File: src/core/rcc_defs.vh
// constants for the reset and clock controller
`ifndef RCC_DEFS_VH
`define RCC_DEFS_VH
`define RCC_A_CLK 12'h000
`define RCC_A_DIV 12'h004
`define RCC_A_TICK 12'h008
`define RCC_A_APLL 12'h00c
`define RCC_A_RST 12'h010
`define RCC_A_STAT 12'h014
`define RCC_F_SEL 1:0
`define RCC_F_PFS 2
`define RCC_F_PER 4:3
`define RCC_F_LED 6:5
`define RCC_F_PREDIV 9:0
`define RCC_F_XTICK 7:0
`define RCC_F_OTICK 15:8
`define RCC_F_FLO 7:0
`define RCC_F_FHI 15:8
`define RCC_F_INT 21:16
`define RCC_F_ODIV 26:22
`define RCC_F_FON 27
`define RCC_F_FOFF 28
`define RCC_F_SWSYS 0
`define RCC_F_SWCPU 1
`define RCC_F_BODCHIP 2
`define RCC_F_CAUSE 5:0
`define RCC_F_ASEL 7:6
`define RCC_F_APU 8
`define RCC_PREDIV_RST 10'h001
`define RCC_XTICK_RST 8'h27
`define RCC_OTICK_RST 8'h07
`define RCC_SRC_XTAL 2'h0
`define RCC_SRC_PLL 2'h1
`define RCC_SRC_OSC 2'h2
`define RCC_SRC_APLL 2'h3
`define RCC_PER_0 2'h0
`define RCC_PER_1 2'h1
`define RCC_PER_2 2'h2
`define RCC_LED_OFF 2'h0
`define RCC_LED_APB 2'h1
`define RCC_LED_OSC 2'h2
`define RCC_LED_XTAL 2'h3
`define RCC_R2 11'h002
`define RCC_R3 11'h003
`define RCC_R4 11'h004
`define RCC_R6 11'h006
`define RCC_R8 11'h008
`define RCC_ONE11 11'h001
`define RCC_ONE9 9'h001
`define RCC_OSC_D256 9'h100
`define RCC_C_NONE 6'h00
`define RCC_C_CHIP 6'h01
`define RCC_C_BOD_SYS 6'h0f
`define RCC_C_RWDT_SYS 6'h10
`define RCC_C_GLITCH 6'h13
`define RCC_C_SW_SYS 6'h03
`define RCC_C_SLEEP 6'h05
`define RCC_C_MWDT0_G 6'h07
`define RCC_C_MWDT1_G 6'h08
`define RCC_C_RWDT_CORE 6'h09
`define RCC_C_MWDT0_CPU 6'h0b
`define RCC_C_SW_CPU 6'h0c
`define RCC_C_RWDT_CPU 6'h0d
`define RCC_C_MWDT1_CPU 6'h11
`define RCC_L_NONE 3'h0
`define RCC_L_CPU 3'h1
`define RCC_L_CORE 3'h2
`define RCC_L_SYS 3'h3
`define RCC_L_CHIP 3'h4
`define RCC_RST_HOLD 6'h10
`define RCC_CNT0 6'h00
`define RCC_CNT1 6'h01
`endif

File: src/core/rcc_top.v
// reset sequencer, clock select and dividers with apb registers
// Summary of operation
// - processor reset touches only the processor
// - core reset spares the always-on domain
// - system reset includes always-on; chip resets all
// - memory kept except on chip reset
// - any reset hits processor; cause readable
// - power-on, brown-out in chip mode, super watchdog give 0x01
// - brown-out gives system or chip reset
// - source select: crystal, pll, osc, audio
// - crystal/osc divided by pre-divider plus one
// - pll 480 divided by 6, 3, 2
// - pll 320 divided by 4, 2
// - audio pll divided by 4 or 2
// - bus clock 80, half, or equal cpu
// - tick from crystal, or from oscillator
// - tick dividers default 39 and 7
// - led clock: off, bus, osc, crystal
// - led osc path survives bus clock gating
// - slow osc clock is osc over 256
// - force-off wins, then force-on; else follows sleep state
`include "rcc_defs.vh"

// pin sampler: three flops, change accepted when second and third agree
module rcc_sync (
  input wire clk,
  input wire rstn,
  input wire pin,
  output reg lvl_q,
  output wire chg,
  output wire rise
);
  reg s1_q;
  reg s2_q;
  reg s3_q;
  assign chg = (s2_q == s3_q) && (s3_q != lvl_q);
  assign rise = chg & s3_q;
  always @(posedge clk or negedge rstn) begin
    if (!rstn) begin
      s1_q <= 1'b0;
      s2_q <= 1'b0;
      s3_q <= 1'b0;
      lvl_q <= 1'b0;
    end else begin
      s1_q <= pin;
      s2_q <= s1_q;
      s3_q <= s2_q;
      if (chg) begin
        lvl_q <= s3_q;
      end
    end
  end
endmodule // rcc_sync

// divide by ratio counting both source edges; fall marks a period boundary
module rcc_div #(
  parameter W = 11
) (
  input wire pclk,
  input wire presetn,
  input wire step,
  input wire restart,
  input wire [W-1:0] ratio,
  output reg clk_q,
  output wire fall
);
  reg [W-1:0] cnt_q;
  wire last;
  assign last = ({1'b0, cnt_q} + {{W{1'b0}}, 1'b1}) >= {1'b0, ratio};
  // restart is built from fall outside, so fall must not read it back
  assign fall = step & last & clk_q;
  always @(posedge pclk or negedge presetn) begin
    if (!presetn) begin
      cnt_q <= {W{1'b0}};
      clk_q <= 1'b0;
    end else if (restart) begin
      cnt_q <= {W{1'b0}};
      clk_q <= 1'b0;
    end else if (step) begin
      if (last) begin
        cnt_q <= {W{1'b0}};
        clk_q <= ~clk_q;
      end else begin
        cnt_q <= cnt_q + {{(W-1){1'b0}}, 1'b1};
      end
    end
  end
endmodule // rcc_div

module rcc_top (
  input wire pclk,
  input wire presetn,
  input wire psel,
  input wire penable,
  input wire pwrite,
  input wire [11:0] paddr,
  input wire [31:0] pwdata,
  output reg [31:0] prdata,
  output wire pready,
  output wire pslverr,
  input wire xtal_clk,
  input wire pll_clk,
  input wire osc_8mhz_clock,
  input wire audio_pll_clock,
  input wire brownout_det,
  input wire super_wdt_rst,
  input wire rwdt_sys_rst,
  input wire glitch_rst,
  input wire sleep_wake_rst,
  input wire mwdt0_glb_rst,
  input wire mwdt1_glb_rst,
  input wire rwdt_core_rst,
  input wire mwdt0_cpu_rst,
  input wire rwdt_cpu_rst,
  input wire mwdt1_cpu_rst,
  input wire sleep_mode,
  input wire low_power_mode,
  output reg cpu_rst_n,
  output reg core_rst_n,
  output reg sys_rst_n,
  output reg chip_rst_n,
  output reg mem_rst_n,
  output wire cpu_clock,
  output reg apb_clock,
  output wire ref_tick,
  output reg led_pwm_clock,
  output wire osc_8mhz_div256_clock,
  output reg audio_pll_power_on,
  output reg [7:0] fraction_low,
  output reg [7:0] fraction_high,
  output reg [5:0] integer_part,
  output reg [4:0] audio_pll_out_div
);
  localparam [1:0] S_IDLE = 2'b01;
  localparam [1:0] S_HOLD = 2'b10;

  // configuration registers
  reg [1:0] src_sel_q;
  reg pll_frequency_select;
  reg [1:0] cpu_period_select;
  reg [1:0] led_pwm_clock_select;
  reg [9:0] pre_divider_count;
  reg [7:0] crystal_tick_divider;
  reg [7:0] oscillator_tick_divider;
  reg audio_pll_force_on;
  reg audio_pll_force_off;
  reg brownout_chip_mode;
  reg software_system_reset;
  reg software_processor_reset;

  // source pins are sampled on pclk; they must run well below pclk / 2
  wire xtal_lvl, xtal_chg, osc_lvl, osc_chg, pll_chg, apll_chg, bod_rise, swd_rise;
  rcc_sync u_sx (.clk(pclk), .rstn(presetn), .pin(xtal_clk), .lvl_q(xtal_lvl),
    .chg(xtal_chg), .rise());
  rcc_sync u_so (.clk(pclk), .rstn(presetn), .pin(osc_8mhz_clock), .lvl_q(osc_lvl),
    .chg(osc_chg), .rise());
  rcc_sync u_sp (.clk(pclk), .rstn(presetn), .pin(pll_clk), .lvl_q(),
    .chg(pll_chg), .rise());
  rcc_sync u_sa (.clk(pclk), .rstn(presetn), .pin(audio_pll_clock), .lvl_q(),
    .chg(apll_chg), .rise());
  rcc_sync u_sb (.clk(pclk), .rstn(presetn), .pin(brownout_det), .lvl_q(),
    .chg(), .rise(bod_rise));
  rcc_sync u_sw (.clk(pclk), .rstn(presetn), .pin(super_wdt_rst), .lvl_q(),
    .chg(), .rise(swd_rise));

  // reset request arbitration: the widest scope wins
  reg [2:0] req_lvl;
  reg [5:0] req_code;
  always @* begin
    req_lvl = `RCC_L_NONE;
    req_code = `RCC_C_NONE;
    if (mwdt1_cpu_rst) begin
      req_lvl = `RCC_L_CPU; req_code = `RCC_C_MWDT1_CPU;
    end
    if (rwdt_cpu_rst) begin
      req_lvl = `RCC_L_CPU; req_code = `RCC_C_RWDT_CPU;
    end
    if (software_processor_reset) begin
      req_lvl = `RCC_L_CPU; req_code = `RCC_C_SW_CPU;
    end
    if (mwdt0_cpu_rst) begin
      req_lvl = `RCC_L_CPU; req_code = `RCC_C_MWDT0_CPU;
    end
    if (rwdt_core_rst) begin
      req_lvl = `RCC_L_CORE; req_code = `RCC_C_RWDT_CORE;
    end
    if (mwdt1_glb_rst) begin
      req_lvl = `RCC_L_CORE; req_code = `RCC_C_MWDT1_G;
    end
    if (mwdt0_glb_rst) begin
      req_lvl = `RCC_L_CORE; req_code = `RCC_C_MWDT0_G;
    end
    if (sleep_wake_rst) begin
      req_lvl = `RCC_L_CORE; req_code = `RCC_C_SLEEP;
    end
    if (software_system_reset) begin
      req_lvl = `RCC_L_CORE; req_code = `RCC_C_SW_SYS;
    end
    if (glitch_rst) begin
      req_lvl = `RCC_L_SYS; req_code = `RCC_C_GLITCH;
    end
    if (rwdt_sys_rst) begin
      req_lvl = `RCC_L_SYS; req_code = `RCC_C_RWDT_SYS;
    end
    if (bod_rise && !brownout_chip_mode) begin
      req_lvl = `RCC_L_SYS; req_code = `RCC_C_BOD_SYS;
    end
    if ((bod_rise && brownout_chip_mode) || swd_rise) begin
      req_lvl = `RCC_L_CHIP; req_code = `RCC_C_CHIP;
    end
  end

  // reset sequencer
  reg [1:0] st_q, st_d;
  reg [2:0] lvl_q, lvl_d;
  reg [5:0] cnt_q, cnt_d;
  reg [5:0] cause_q, cause_d;
  always @* begin
    st_d = st_q;
    lvl_d = lvl_q;
    cnt_d = cnt_q;
    cause_d = cause_q;
    case (st_q)
      S_HOLD: begin
        if (cnt_q == `RCC_CNT0) begin
          st_d = S_IDLE;
          lvl_d = `RCC_L_NONE;
        end else begin
          cnt_d = cnt_q - `RCC_CNT1;
        end
      end
      S_IDLE: begin
        lvl_d = `RCC_L_NONE;
      end
      default: begin
        st_d = S_IDLE;
        lvl_d = `RCC_L_NONE;
      end
    endcase
    // a new request at equal or wider scope restarts the hold and overwrites the cause
    if (req_lvl != `RCC_L_NONE && req_lvl >= lvl_q) begin
      st_d = S_HOLD;
      lvl_d = req_lvl;
      cnt_d = `RCC_RST_HOLD;
      cause_d = req_code;
    end
  end

  always @(posedge pclk or negedge presetn) begin
    if (!presetn) begin
      st_q <= S_HOLD;
      lvl_q <= `RCC_L_CHIP;
      cnt_q <= `RCC_RST_HOLD;
      cause_q <= `RCC_C_CHIP;
      cpu_rst_n <= 1'b0;
      core_rst_n <= 1'b0;
      sys_rst_n <= 1'b0;
      chip_rst_n <= 1'b0;
      mem_rst_n <= 1'b0;
    end else begin
      st_q <= st_d;
      lvl_q <= lvl_d;
      cnt_q <= cnt_d;
      cause_q <= cause_d;
      cpu_rst_n <= (lvl_d == `RCC_L_NONE);
      core_rst_n <= (lvl_d < `RCC_L_CORE);
      sys_rst_n <= (lvl_d < `RCC_L_SYS);
      chip_rst_n <= (lvl_d != `RCC_L_CHIP);
      mem_rst_n <= (lvl_d != `RCC_L_CHIP);
    end
  end

  // apb slave: zero wait states, data captured during setup
  wire hit;
  wire wr;
  reg [31:0] rdata;
  assign hit = (paddr == `RCC_A_CLK) || (paddr == `RCC_A_DIV) || (paddr == `RCC_A_TICK) ||
    (paddr == `RCC_A_APLL) || (paddr == `RCC_A_RST) || (paddr == `RCC_A_STAT);
  assign wr = psel & penable & pwrite & hit;
  assign pready = 1'b1;
  assign pslverr = psel & penable & ~hit;

  reg [1:0] act_sel_q;
  always @* begin
    rdata = 32'h0000_0000;
    case (paddr)
      `RCC_A_CLK: begin
        rdata[`RCC_F_SEL] = src_sel_q;
        rdata[`RCC_F_PFS] = pll_frequency_select;
        rdata[`RCC_F_PER] = cpu_period_select;
        rdata[`RCC_F_LED] = led_pwm_clock_select;
      end
      `RCC_A_DIV: rdata[`RCC_F_PREDIV] = pre_divider_count;
      `RCC_A_TICK: begin
        rdata[`RCC_F_XTICK] = crystal_tick_divider;
        rdata[`RCC_F_OTICK] = oscillator_tick_divider;
      end
      `RCC_A_APLL: begin
        rdata[`RCC_F_FLO] = fraction_low;
        rdata[`RCC_F_FHI] = fraction_high;
        rdata[`RCC_F_INT] = integer_part;
        rdata[`RCC_F_ODIV] = audio_pll_out_div;
        rdata[`RCC_F_FON] = audio_pll_force_on;
        rdata[`RCC_F_FOFF] = audio_pll_force_off;
      end
      `RCC_A_RST: rdata[`RCC_F_BODCHIP] = brownout_chip_mode;
      `RCC_A_STAT: begin
        rdata[`RCC_F_CAUSE] = cause_q;
        rdata[`RCC_F_ASEL] = act_sel_q;
        rdata[`RCC_F_APU] = audio_pll_power_on;
      end
      default: rdata = 32'h0000_0000;
    endcase
  end

  always @(posedge pclk or negedge presetn) begin
    if (!presetn) begin
      prdata <= 32'h0000_0000;
    end else if (psel && !penable && !pwrite) begin
      prdata <= rdata;
    end
  end

  // digital config is cleared by core and wider resets, always-on bits only by system and chip
  wire dig_clr;
  wire aon_clr;
  assign dig_clr = (lvl_q >= `RCC_L_CORE);
  assign aon_clr = (lvl_q >= `RCC_L_SYS);
  always @(posedge pclk or negedge presetn) begin
    if (!presetn) begin
      src_sel_q <= `RCC_SRC_XTAL;
      pll_frequency_select <= 1'b0;
      cpu_period_select <= `RCC_PER_0;
      led_pwm_clock_select <= `RCC_LED_OFF;
      pre_divider_count <= `RCC_PREDIV_RST;
      crystal_tick_divider <= `RCC_XTICK_RST;
      oscillator_tick_divider <= `RCC_OTICK_RST;
      software_system_reset <= 1'b0;
      software_processor_reset <= 1'b0;
    end else if (dig_clr) begin
      src_sel_q <= `RCC_SRC_XTAL;
      pll_frequency_select <= 1'b0;
      cpu_period_select <= `RCC_PER_0;
      led_pwm_clock_select <= `RCC_LED_OFF;
      pre_divider_count <= `RCC_PREDIV_RST;
      crystal_tick_divider <= `RCC_XTICK_RST;
      oscillator_tick_divider <= `RCC_OTICK_RST;
      software_system_reset <= 1'b0;
      software_processor_reset <= 1'b0;
    end else begin
      software_system_reset <= wr && paddr == `RCC_A_RST && pwdata[`RCC_F_SWSYS];
      software_processor_reset <= wr && paddr == `RCC_A_RST && pwdata[`RCC_F_SWCPU];
      if (wr && paddr == `RCC_A_CLK) begin
        src_sel_q <= pwdata[`RCC_F_SEL];
        pll_frequency_select <= pwdata[`RCC_F_PFS];
        cpu_period_select <= pwdata[`RCC_F_PER];
        led_pwm_clock_select <= pwdata[`RCC_F_LED];
      end
      if (wr && paddr == `RCC_A_DIV) begin
        pre_divider_count <= pwdata[`RCC_F_PREDIV];
      end
      if (wr && paddr == `RCC_A_TICK) begin
        crystal_tick_divider <= pwdata[`RCC_F_XTICK];
        oscillator_tick_divider <= pwdata[`RCC_F_OTICK];
      end
    end
  end

  always @(posedge pclk or negedge presetn) begin
    if (!presetn) begin
      fraction_low <= 8'h00;
      fraction_high <= 8'h00;
      integer_part <= 6'h00;
      audio_pll_out_div <= 5'h00;
      audio_pll_force_on <= 1'b0;
      audio_pll_force_off <= 1'b0;
      brownout_chip_mode <= 1'b0;
      audio_pll_power_on <= 1'b0;
    end else begin
      // force-off has priority; with neither forced the pll tracks sleep
      audio_pll_power_on <= ~audio_pll_force_off &
        (audio_pll_force_on | ~sleep_mode);
      if (aon_clr) begin
        fraction_low <= 8'h00;
        fraction_high <= 8'h00;
        integer_part <= 6'h00;
        audio_pll_out_div <= 5'h00;
        audio_pll_force_on <= 1'b0;
        audio_pll_force_off <= 1'b0;
        brownout_chip_mode <= 1'b0;
      end else begin
        // field widths bound the values; numerator range is software's job
        if (wr && paddr == `RCC_A_APLL) begin
          fraction_low <= pwdata[`RCC_F_FLO];
          fraction_high <= pwdata[`RCC_F_FHI];
          integer_part <= pwdata[`RCC_F_INT];
          audio_pll_out_div <= pwdata[`RCC_F_ODIV];
          audio_pll_force_on <= pwdata[`RCC_F_FON];
          audio_pll_force_off <= pwdata[`RCC_F_FOFF];
        end
        if (wr && paddr == `RCC_A_RST) begin
          brownout_chip_mode <= pwdata[`RCC_F_BODCHIP];
        end
      end
    end
  end

  // ratios wanted by the programmed selection, in source edges per half period
  reg [10:0] cpu_n;
  reg [10:0] apb_n;
  always @* begin
    cpu_n = {1'b0, pre_divider_count} + `RCC_ONE11;
    apb_n = cpu_n;
    case (src_sel_q)
      `RCC_SRC_PLL: begin
        if (pll_frequency_select) begin
          apb_n = `RCC_R6;
          if (cpu_period_select == `RCC_PER_0) begin
            cpu_n = `RCC_R6;
          end else if (cpu_period_select == `RCC_PER_1) begin
            cpu_n = `RCC_R3;
          end else begin
            cpu_n = `RCC_R2;
          end
        end else begin
          apb_n = `RCC_R4;
          cpu_n = (cpu_period_select == `RCC_PER_0) ? `RCC_R4 : `RCC_R2;
        end
      end
      `RCC_SRC_APLL: begin
        cpu_n = (cpu_period_select == `RCC_PER_0) ? `RCC_R4 : `RCC_R2;
        apb_n = (cpu_period_select == `RCC_PER_0) ? `RCC_R8 : `RCC_R4;
      end
      default: begin
        cpu_n = {1'b0, pre_divider_count} + `RCC_ONE11;
        apb_n = cpu_n;
      end
    endcase
  end

  // a new selection is applied only as the cpu clock falls, so the low phase
  // starts clean; a stopped old source therefore blocks the switch
  reg [10:0] act_cpu_n_q;
  reg [10:0] act_apb_n_q;
  reg src_step;
  wire cpu_fall;
  wire apply;
  wire apb_div;
  assign apply = cpu_fall &&
    (src_sel_q != act_sel_q || cpu_n != act_cpu_n_q || apb_n != act_apb_n_q);
  always @* begin
    case (act_sel_q)
      `RCC_SRC_XTAL: src_step = xtal_chg;
      `RCC_SRC_PLL: src_step = pll_chg;
      `RCC_SRC_OSC: src_step = osc_chg;
      `RCC_SRC_APLL: src_step = apll_chg;
      default: src_step = xtal_chg;
    endcase
  end

  always @(posedge pclk or negedge presetn) begin
    if (!presetn) begin
      act_sel_q <= `RCC_SRC_XTAL;
      act_cpu_n_q <= `RCC_R2;
      act_apb_n_q <= `RCC_R2;
    end else if (apply) begin
      act_sel_q <= src_sel_q;
      act_cpu_n_q <= cpu_n;
      act_apb_n_q <= apb_n;
    end
  end

  rcc_div #(.W(11)) u_cpu (.pclk(pclk), .presetn(presetn), .step(src_step),
    .restart(apply), .ratio(act_cpu_n_q), .clk_q(cpu_clock), .fall(cpu_fall));
  rcc_div #(.W(11)) u_apb (.pclk(pclk), .presetn(presetn), .step(src_step),
    .restart(apply), .ratio(act_apb_n_q), .clk_q(apb_div), .fall());

  // reference tick keeps its rate across source changes
  wire ref_osc;
  wire [8:0] ref_n;
  assign ref_osc = (act_sel_q == `RCC_SRC_OSC);
  assign ref_n = ref_osc ? ({1'b0, oscillator_tick_divider} + `RCC_ONE9) :
    ({1'b0, crystal_tick_divider} + `RCC_ONE9);
  rcc_div #(.W(9)) u_ref (.pclk(pclk), .presetn(presetn),
    .step(ref_osc ? osc_chg : xtal_chg), .restart(apply), .ratio(ref_n),
    .clk_q(ref_tick), .fall());
  rcc_div #(.W(9)) u_d256 (.pclk(pclk), .presetn(presetn), .step(osc_chg),
    .restart(1'b0), .ratio(`RCC_OSC_D256), .clk_q(osc_8mhz_div256_clock),
    .fall());

  // led clock: osc path does not pass through the bus clock gate
  always @(posedge pclk or negedge presetn) begin
    if (!presetn) begin
      apb_clock <= 1'b0;
      led_pwm_clock <= 1'b0;
    end else begin
      apb_clock <= apb_div & ~low_power_mode;
      case (led_pwm_clock_select)
        `RCC_LED_APB: led_pwm_clock <= apb_div & ~low_power_mode;
        `RCC_LED_OSC: led_pwm_clock <= osc_lvl;
        `RCC_LED_XTAL: led_pwm_clock <= xtal_lvl;
        default: led_pwm_clock <= 1'b0;
      endcase
    end
  end
endmodule // rcc_top

File: config.mk
export PLATFORM = sky130hd
export DESIGN_NAME = rcc_top
export DESIGN_NICKNAME = d
export VERILOG_FILES = /design/src/core/rcc_top.v
export VERILOG_INCLUDE_DIRS = /design/src /design/src/core
export SDC_FILE = /design/constraint.sdc
export NUM_CORES = 1
export LEC_CHECK = 0
export BUFFER_PORTS_ARGS = -buffer_cell sky130_fd_sc_hd__buf_2
export CAP_MARGIN = 5
export CORE_ASPECT_RATIO = 0.75
export CORE_UTILIZATION = 55
export DETAILED_ROUTE_END_ITERATION = 16
export PLACE_DENSITY = 0.75
export RECOVER_POWER = 50
export SETUP_SLACK_MARGIN = 0.1
export SYNTH_ARGS = -nofsm -noshare
export SYNTH_HDL_FRONTEND = slang
export SYNTH_HIERARCHICAL = 1
export SYNTH_SLANG_ARGS = --single-unit
export TNS_END_PERCENT = 20
File: constraint.sdc
create_clock -name pclk -period 5.5 [get_ports pclk]
set_input_delay 0 -clock pclk [delete_from_list [all_inputs] [get_ports pclk]]
set_output_delay 0 -clock pclk [all_outputs]
set_load 0.05 [all_outputs]
==> flow_summary_export.csv, run 1 <==
group,metric,value,unit
critical_path,startpoint_type,"flip-flop",
critical_path,cp_data_required_time,5.86,ns
place,placedCellCount,1559,
pwr,seqPwrFrac,0.374,
final_layout,nNetsFinal,1489,
routing,drc,0,
place,dpl.hpwl,19.7,mm
timing,slew_viol_final,129,
clock_tree,clockRootBuffer,"clkbuf_16",
die,initial_core_util,0.562,
grt,grt_pass1_vias,9228,
clock_tree,clockBufferDepth,3,
critical_path,cp_slowest_cell,"dfrtp_1",
die,die_area,21300,um2
place,postPlaceCellArea,12300,um2
place,portBuffers,130,
clock_tree,htreeDepth,1,
timing,setup_ws,1.50,ns
critical_path,cp_max_fo,19,
die,rows,45,
final_layout,fill_cells,1652,
job,cap_violations,2,
pwr,p_clk_frac,0.343,
pwr,p_int,0.00309,W
routing,antenna_left,0,
final_layout,layout_common_cells,"188 x dfrtp_1, 176 x nand2_1, 92 x inv_1",
pwr,vdd_ir_drop_max,0.254,mV
outcome,status,"finished with violations",
timing,worst_pin_slew,3.69,ns
final_layout,stdcell_count,1646,
timing,period_share,0.727,
die,die_x,168,um
min_path,hold_path_end,"cause_q[2]",
critical_path,path_cells,"and4_1 > and3_1 > nand4_1 > xor2_1 > inv_1 > ha_1 > and3_1 > nand4_1 > or3_1 > a31oi_1 > buf_4 > o41a_1 > buf_4 > nand2b_1 > nand2b_1 > o32ai_1",
critical_path,worstRegToRegCells,16,
routing,drt-initial-drc-count,868,
critical_path,cp_data_arrival_time,4.35,ns
final_layout,syn_to_final_growth,18.2,%
pwr,p_sw,0.00165,W
grt,grt_overflow_total,0,
yosys,synth_cells,1195,
grt,grt_max_degree,78,
timing,hold_viol_final,0,
timing,period_needed,4.00,ns
yosys,yosys_warnings,6,
timing,max_freq,250,MHz
timing,finalSetupViolations,0,
final_layout,layout-drive-gt1-share,0.133,
critical_path,r2r_start,"u_cpu/cnt_q[2]",
critical_path,slowest_delay,0.46,ns
grt,antenna_found_initial,0,
timing,finalClockSkew,0.0110,ns
critical_path,crit_type,"flip-flop to flip-flop",
clock_tree,tritoncts,"yes",
yosys,syn_area,11400,um2
routing,vias_per_cell,5.85,
timing,setup_tns,0,ns
clock_tree,clkSinkCount,202,
min_path,min_path_type,"input pin to flip-flop",
pwr,combinationalPowerShare,0.283,
routing,dr.pass1.iters,5,
pwr,switching_share,0.348,
clock_tree,cts_buffers,22,
outcome,failed_checks,"capacitance limit, slew limit",
pwr,power_density,352,nW/um2
place,pre_cts_slack,1.60,ns
min_path,hold_depth,5,
clock_tree,clock_latency,0.51,ns
min_path,hold_path_startpoint,"sleep_wake_rst",
routing,wl_per_cell,17.6,um
final_layout,fin_area,13500,um2
yosys,avgSynthCellArea,9.54,um2
timing,relSlewSlack,-1.46,
die,coreArea,20300,um2
timing,holdWs,0.0416,ns
die,fp.dieH,127,um
critical_path,cp-end-kind,"flip-flop",
pwr,p_leak,6.04,nW
grt,grt_pass1_wl,47.2,mm
routing,num_vias,9627,
final_layout,diodes,0,
critical_path,r2r_end,"u_ref/cnt_q[4]",
timing,rsz0062_at_grt,"no",
routing,routed_wl,29.0,mm
clock_tree,clkTransAtPathRegs,0.06,ns
grt,grt_usage,0.273,
die,io_pins,138,
final_layout,final_common_cell,"dfrtp_1",
critical_path,ff2ff_setup_slack,1.50,ns
place,gp_congestion,0.863,
==> routing by layer <==
metal / up-vias / GRT usage / share of wire
li1: 4539 / - / -
met1: 4684 / 0.411 / 0.47
met2: 352 / 0.413 / 0.44
met3: 52 / 0.0412 / 0.065
met4: 0 / 0.0674 / 0.020
met5: - / 0 / 0
==> worst max-delay path, delay by kind of cell (launching register included) <==
family	cells	cell delay, ns
AO/OA/AOI/OAI	3	0.67
XOR/XNOR	1	0.26
adder cells (fa/ha/maj)	1	0.30
buffers and inverters	3	0.61
flip-flops	1	0.46
AND/OR/NAND/NOR	8	1.55
==> per-stage QoR <==
step	utilization	total power, W
floorplan	-	0.00281
global placement	0.607	0.00306
detailed placement	0.607	0.00309
CTS	0.669	0.00476
global route	0.665	0.00496
finish	0.665	0.00474
==> state kept, by name, indices dropped and copies added (netlist names), 2 cells and up <==
name,count
prdata,29
act_cpu_n_q,11
u_apb/cnt_q,11
u_cpu/cnt_q,11
pre_divider_count,10
u_d256/cnt_q,9
u_ref/cnt_q,9
crystal_tick_divider,8
fraction_high,8
fraction_low,8
oscillator_tick_divider,8
cnt_q,6
integer_part,6
audio_pll_out_div,5
cause_q,5
act_apb_n_q,4
lvl_q,3
act_sel_q,2
cpu_period_select,2
led_pwm_clock_select,2
src_sel_q,2
st_q,2
==> final cells by class <==
type | count | area, um2 | share of cell area
clock inverter | 14 | 226 | 0.0168
inverter | 92 | 345 | 0.0256
clock buffer | 26 | 576 | 0.0427
multi-input combinational | 864 | 5790 | 0.430
tap | 258 | 323 | 0.0240
sequential | 202 | 5070 | 0.377
timing repair buffer | 190 | 1130 | 0.0843
==> repair_timing <==
item / in CTS / in global routing
gates resized for setup: 0 / 0
setup buffers: 0 / 0
endpoints found under the hold margin: 166 / 0
endpoints found under the setup margin: 0 / 0
hold buffers: 47 / 0
==> power groups by stage <==
stage               sequential, W  clock [W]  combinational, W
finish                    0.00177    0.00163           0.00134
global route              0.00179    0.00171           0.00146
CTS                       0.00177    0.00165           0.00135
detailed placement        0.00179          0           0.00130
global placement          0.00178          0           0.00128
floorplan                 0.00187          0          0.000934
==> worst max path at each step <==
stage | from | end | slack [ns]
5_1_grt | presetn | u_sp/lvl_q | 0.65
2_1_floorplan | u_cpu/cnt_q[2] | u_ref/clk_q | 1.71
3_5_place_dp | u_cpu/cnt_q[2] | u_ref/cnt_q[4] | 1.60
6_report | u_cpu/cnt_q[2] | u_ref/cnt_q[4] | 1.50
4_1_cts | u_cpu/cnt_q[2] | u_apb/cnt_q[2] | 1.53
3_3_place_gp | u_cpu/cnt_q[2] | u_ref/cnt_q[3] | 1.65
Power figures use the tool's default switching activity.
==> run 2: changes to the inputs <==
CORE_UTILIZATION = 53   (was 55)
PLACE_DENSITY = 0.76   (was 0.75)
clock period = 3.2 ns   (was 5.5 ns; I/O delays follow)
==> flow_summary_export.csv, run 2 (same netlist as run 1, synthesis figures left out) <==
group,metric,value,unit
grt,grt_pass1_vias,9391,
routing,vias_per_cell,5.81,
die,rows,46,
final_layout,layout-drive-gt1-share,0.213,
final_layout,layout_common_cells,"188 x dfrtp_1, 176 x nand2_1, 102 x buf_2",
clock_tree,htreeDepth,1,
routing,wl_per_cell,17.5,um
routing,dr.pass1.iters,5,
clock_tree,tritoncts,"yes",
clock_tree,clockBufferDepth,3,
job,cap_violations,1,
timing,worst_pin_slew,1.92,ns
die,die_area,22100,um2
routing,drc,0,
timing,finalClockSkew,0.0162,ns
critical_path,cp_slowest_cell,"dfstp_2",
grt,grt_pass1_wl,47.6,mm
critical_path,cp-end-kind,"flip-flop",
critical_path,cp_max_fo,7,
timing,holdWs,0.0292,ns
die,initial_core_util,0.540,
clock_tree,cts_buffers,22,
die,fp.dieH,129,um
final_layout,largest_register_ffs,29,
pwr,p_leak,6.52,nW
outcome,status,"finished with violations",
critical_path,slowest_delay,0.57,ns
final_layout,final_common_cell,"dfrtp_1",
die,die_x,171,um
timing,max_freq,297,MHz
timing,setup_ws,-0.170,ns
timing,finalSetupViolations,33,
final_layout,diodes,0,
die,io_pins,138,
clock_tree,clkTransAtPathRegs,0.06,ns
die,coreArea,21100,um2
timing,setup_tns,-2.41,ns
final_layout,nNetsFinal,1544,
clock_tree,clock_latency,0.52,ns
critical_path,startpoint_type,"flip-flop",
place,dpl.hpwl,20.4,mm
grt,grt_usage,0.270,
grt,grt_max_degree,88,
clock_tree,clockRootBuffer,"clkbuf_16",
critical_path,crit_type,"flip-flop to flip-flop",
routing,antenna_left,0,
timing,period_needed,3.37,ns
routing,drt-initial-drc-count,911,
timing,slew_viol_final,77,
min_path,hold_depth,5,
pwr,power_density,583,nW/um2
critical_path,worstRegToRegCells,11,
timing,rsz0062_at_grt,"yes",
place,gp_congestion,0.903,
timing,period_share,1.05,
critical_path,cp_data_required_time,3.61,ns
place,portBuffers,130,
pwr,vdd_ir_drop_max,0.497,mV
critical_path,cp_data_arrival_time,3.78,ns
routing,num_vias,10000,
outcome,failed_checks,"capacitance limit, slew limit, setup timing",
clock_tree,clkSinkCount,202,
min_path,min_path_type,"input pin to flip-flop",
critical_path,path_cells,"ha_4 > nand3_2 > or3_4 > and2_4 > o21a_1 > or4_4 > o41a_1 > buf_6 > nand2b_4 > or2_4 > o31ai_4",
timing,hold_viol_final,0,
final_layout,syn_to_final_growth,24.3,%
routing,routed_wl,30.2,mm
grt,grt_overflow_total,0,
grt,antenna_found_initial,0,
final_layout,regMostFlops,"prdata",
timing,relSlewSlack,-0.277,
-- run 2: metrics by stage --
| step | instance area (um2) | std cells | total power, W | setup slack (ns) | util |
|---|---|---|---|---|---|
| 2_1_floorplan | 11500 | 1212 | 0.00485 | -0.266 | - |
| 3_3_place_gp | 12700 | 1637 | 0.00536 | -0.0147 | 0.603 |
| 3_5_place_dp | 12700 | 1637 | 0.00542 | -0.0902 | 0.603 |
| 4_1_cts | 14100 | 1725 | 0.00819 | -0.0764 | 0.665 |
| 5_1_grt | 14200 | 1730 | 0.00865 | -0.314 | 0.671 |
| 6_report | 14200 | 1730 | 0.00826 | -0.170 | 0.671 |
-- run 2: area by class of cell --
| cell class | instances | area [um2] |
|---|---|---|
| repair buffers | 245 | 1610 |
| clock inverters | 10 | 143 |
| flip-flops and latches | 202 | 5070 |
| well taps | 288 | 360 |
| inverters | 92 | 345 |
| multi-input cells | 864 | 6000 |
| clock buffers | 29 | 627 |
| fillers | 1661 | 6960 |
-- run 2: worst max-delay path, delay by kind of cell, from the launching register on --
kind	cells	cell delay, ns
simple gates	6	1.56
compound gates	3	0.84
flops	1	0.57
buf+inv	1	0.16
fa+ha+maj	1	0.15
-- run 2: repair_timing --
| action | in CTS | in global routing |
|---|---|---|
| endpoints found under the setup margin | 41 | 51 |
| hold buffers | 47 | 0 |
| gates resized for setup | 14 | 23 |
| hold endpoints to repair | 162 | 0 |
| pin swaps | 4 | 13 |
| buffers inserted | 2 | 5 |
-- run 2: final timing paths --
| path | from | endpoint | slack [ns] |
|---|---|---|---|
| worst min register to register | u_sb/s1_q | u_sb/s2_q | 0.35 |
| worst max-delay path | pre_divider_count[0] | u_cpu/cnt_q[9] | -0.17 |
| worst min-delay path | mwdt0_glb_rst | cause_q[3] | 0.03 |
| worst max register to register | pre_divider_count[0] | u_cpu/cnt_q[9] | -0.17 |
| min in group asynchronous | presetn | u_cpu/cnt_q[6] | 0.55 |
| max in group asynchronous | presetn | cnt_q[3] | 0.45 |
-- run 2: where the power goes --
part / switching (W) / total (W) / internal [W]
clock network: 0.00107 / 0.00269 / 0.00163
logic: 0.00161 / 0.00254 / 0.000922
registers: 0.000220 / 0.00303 / 0.00281
-- run 2: per-layer routing --
layer	track usage	up-vias	share of wire
met4	0.0672	0	0.020
met5	0	-	0
met3	0.0548	60	0.076
met1	0.392	4922	0.45
met2	0.413	418	0.45
li1	-	4645	-
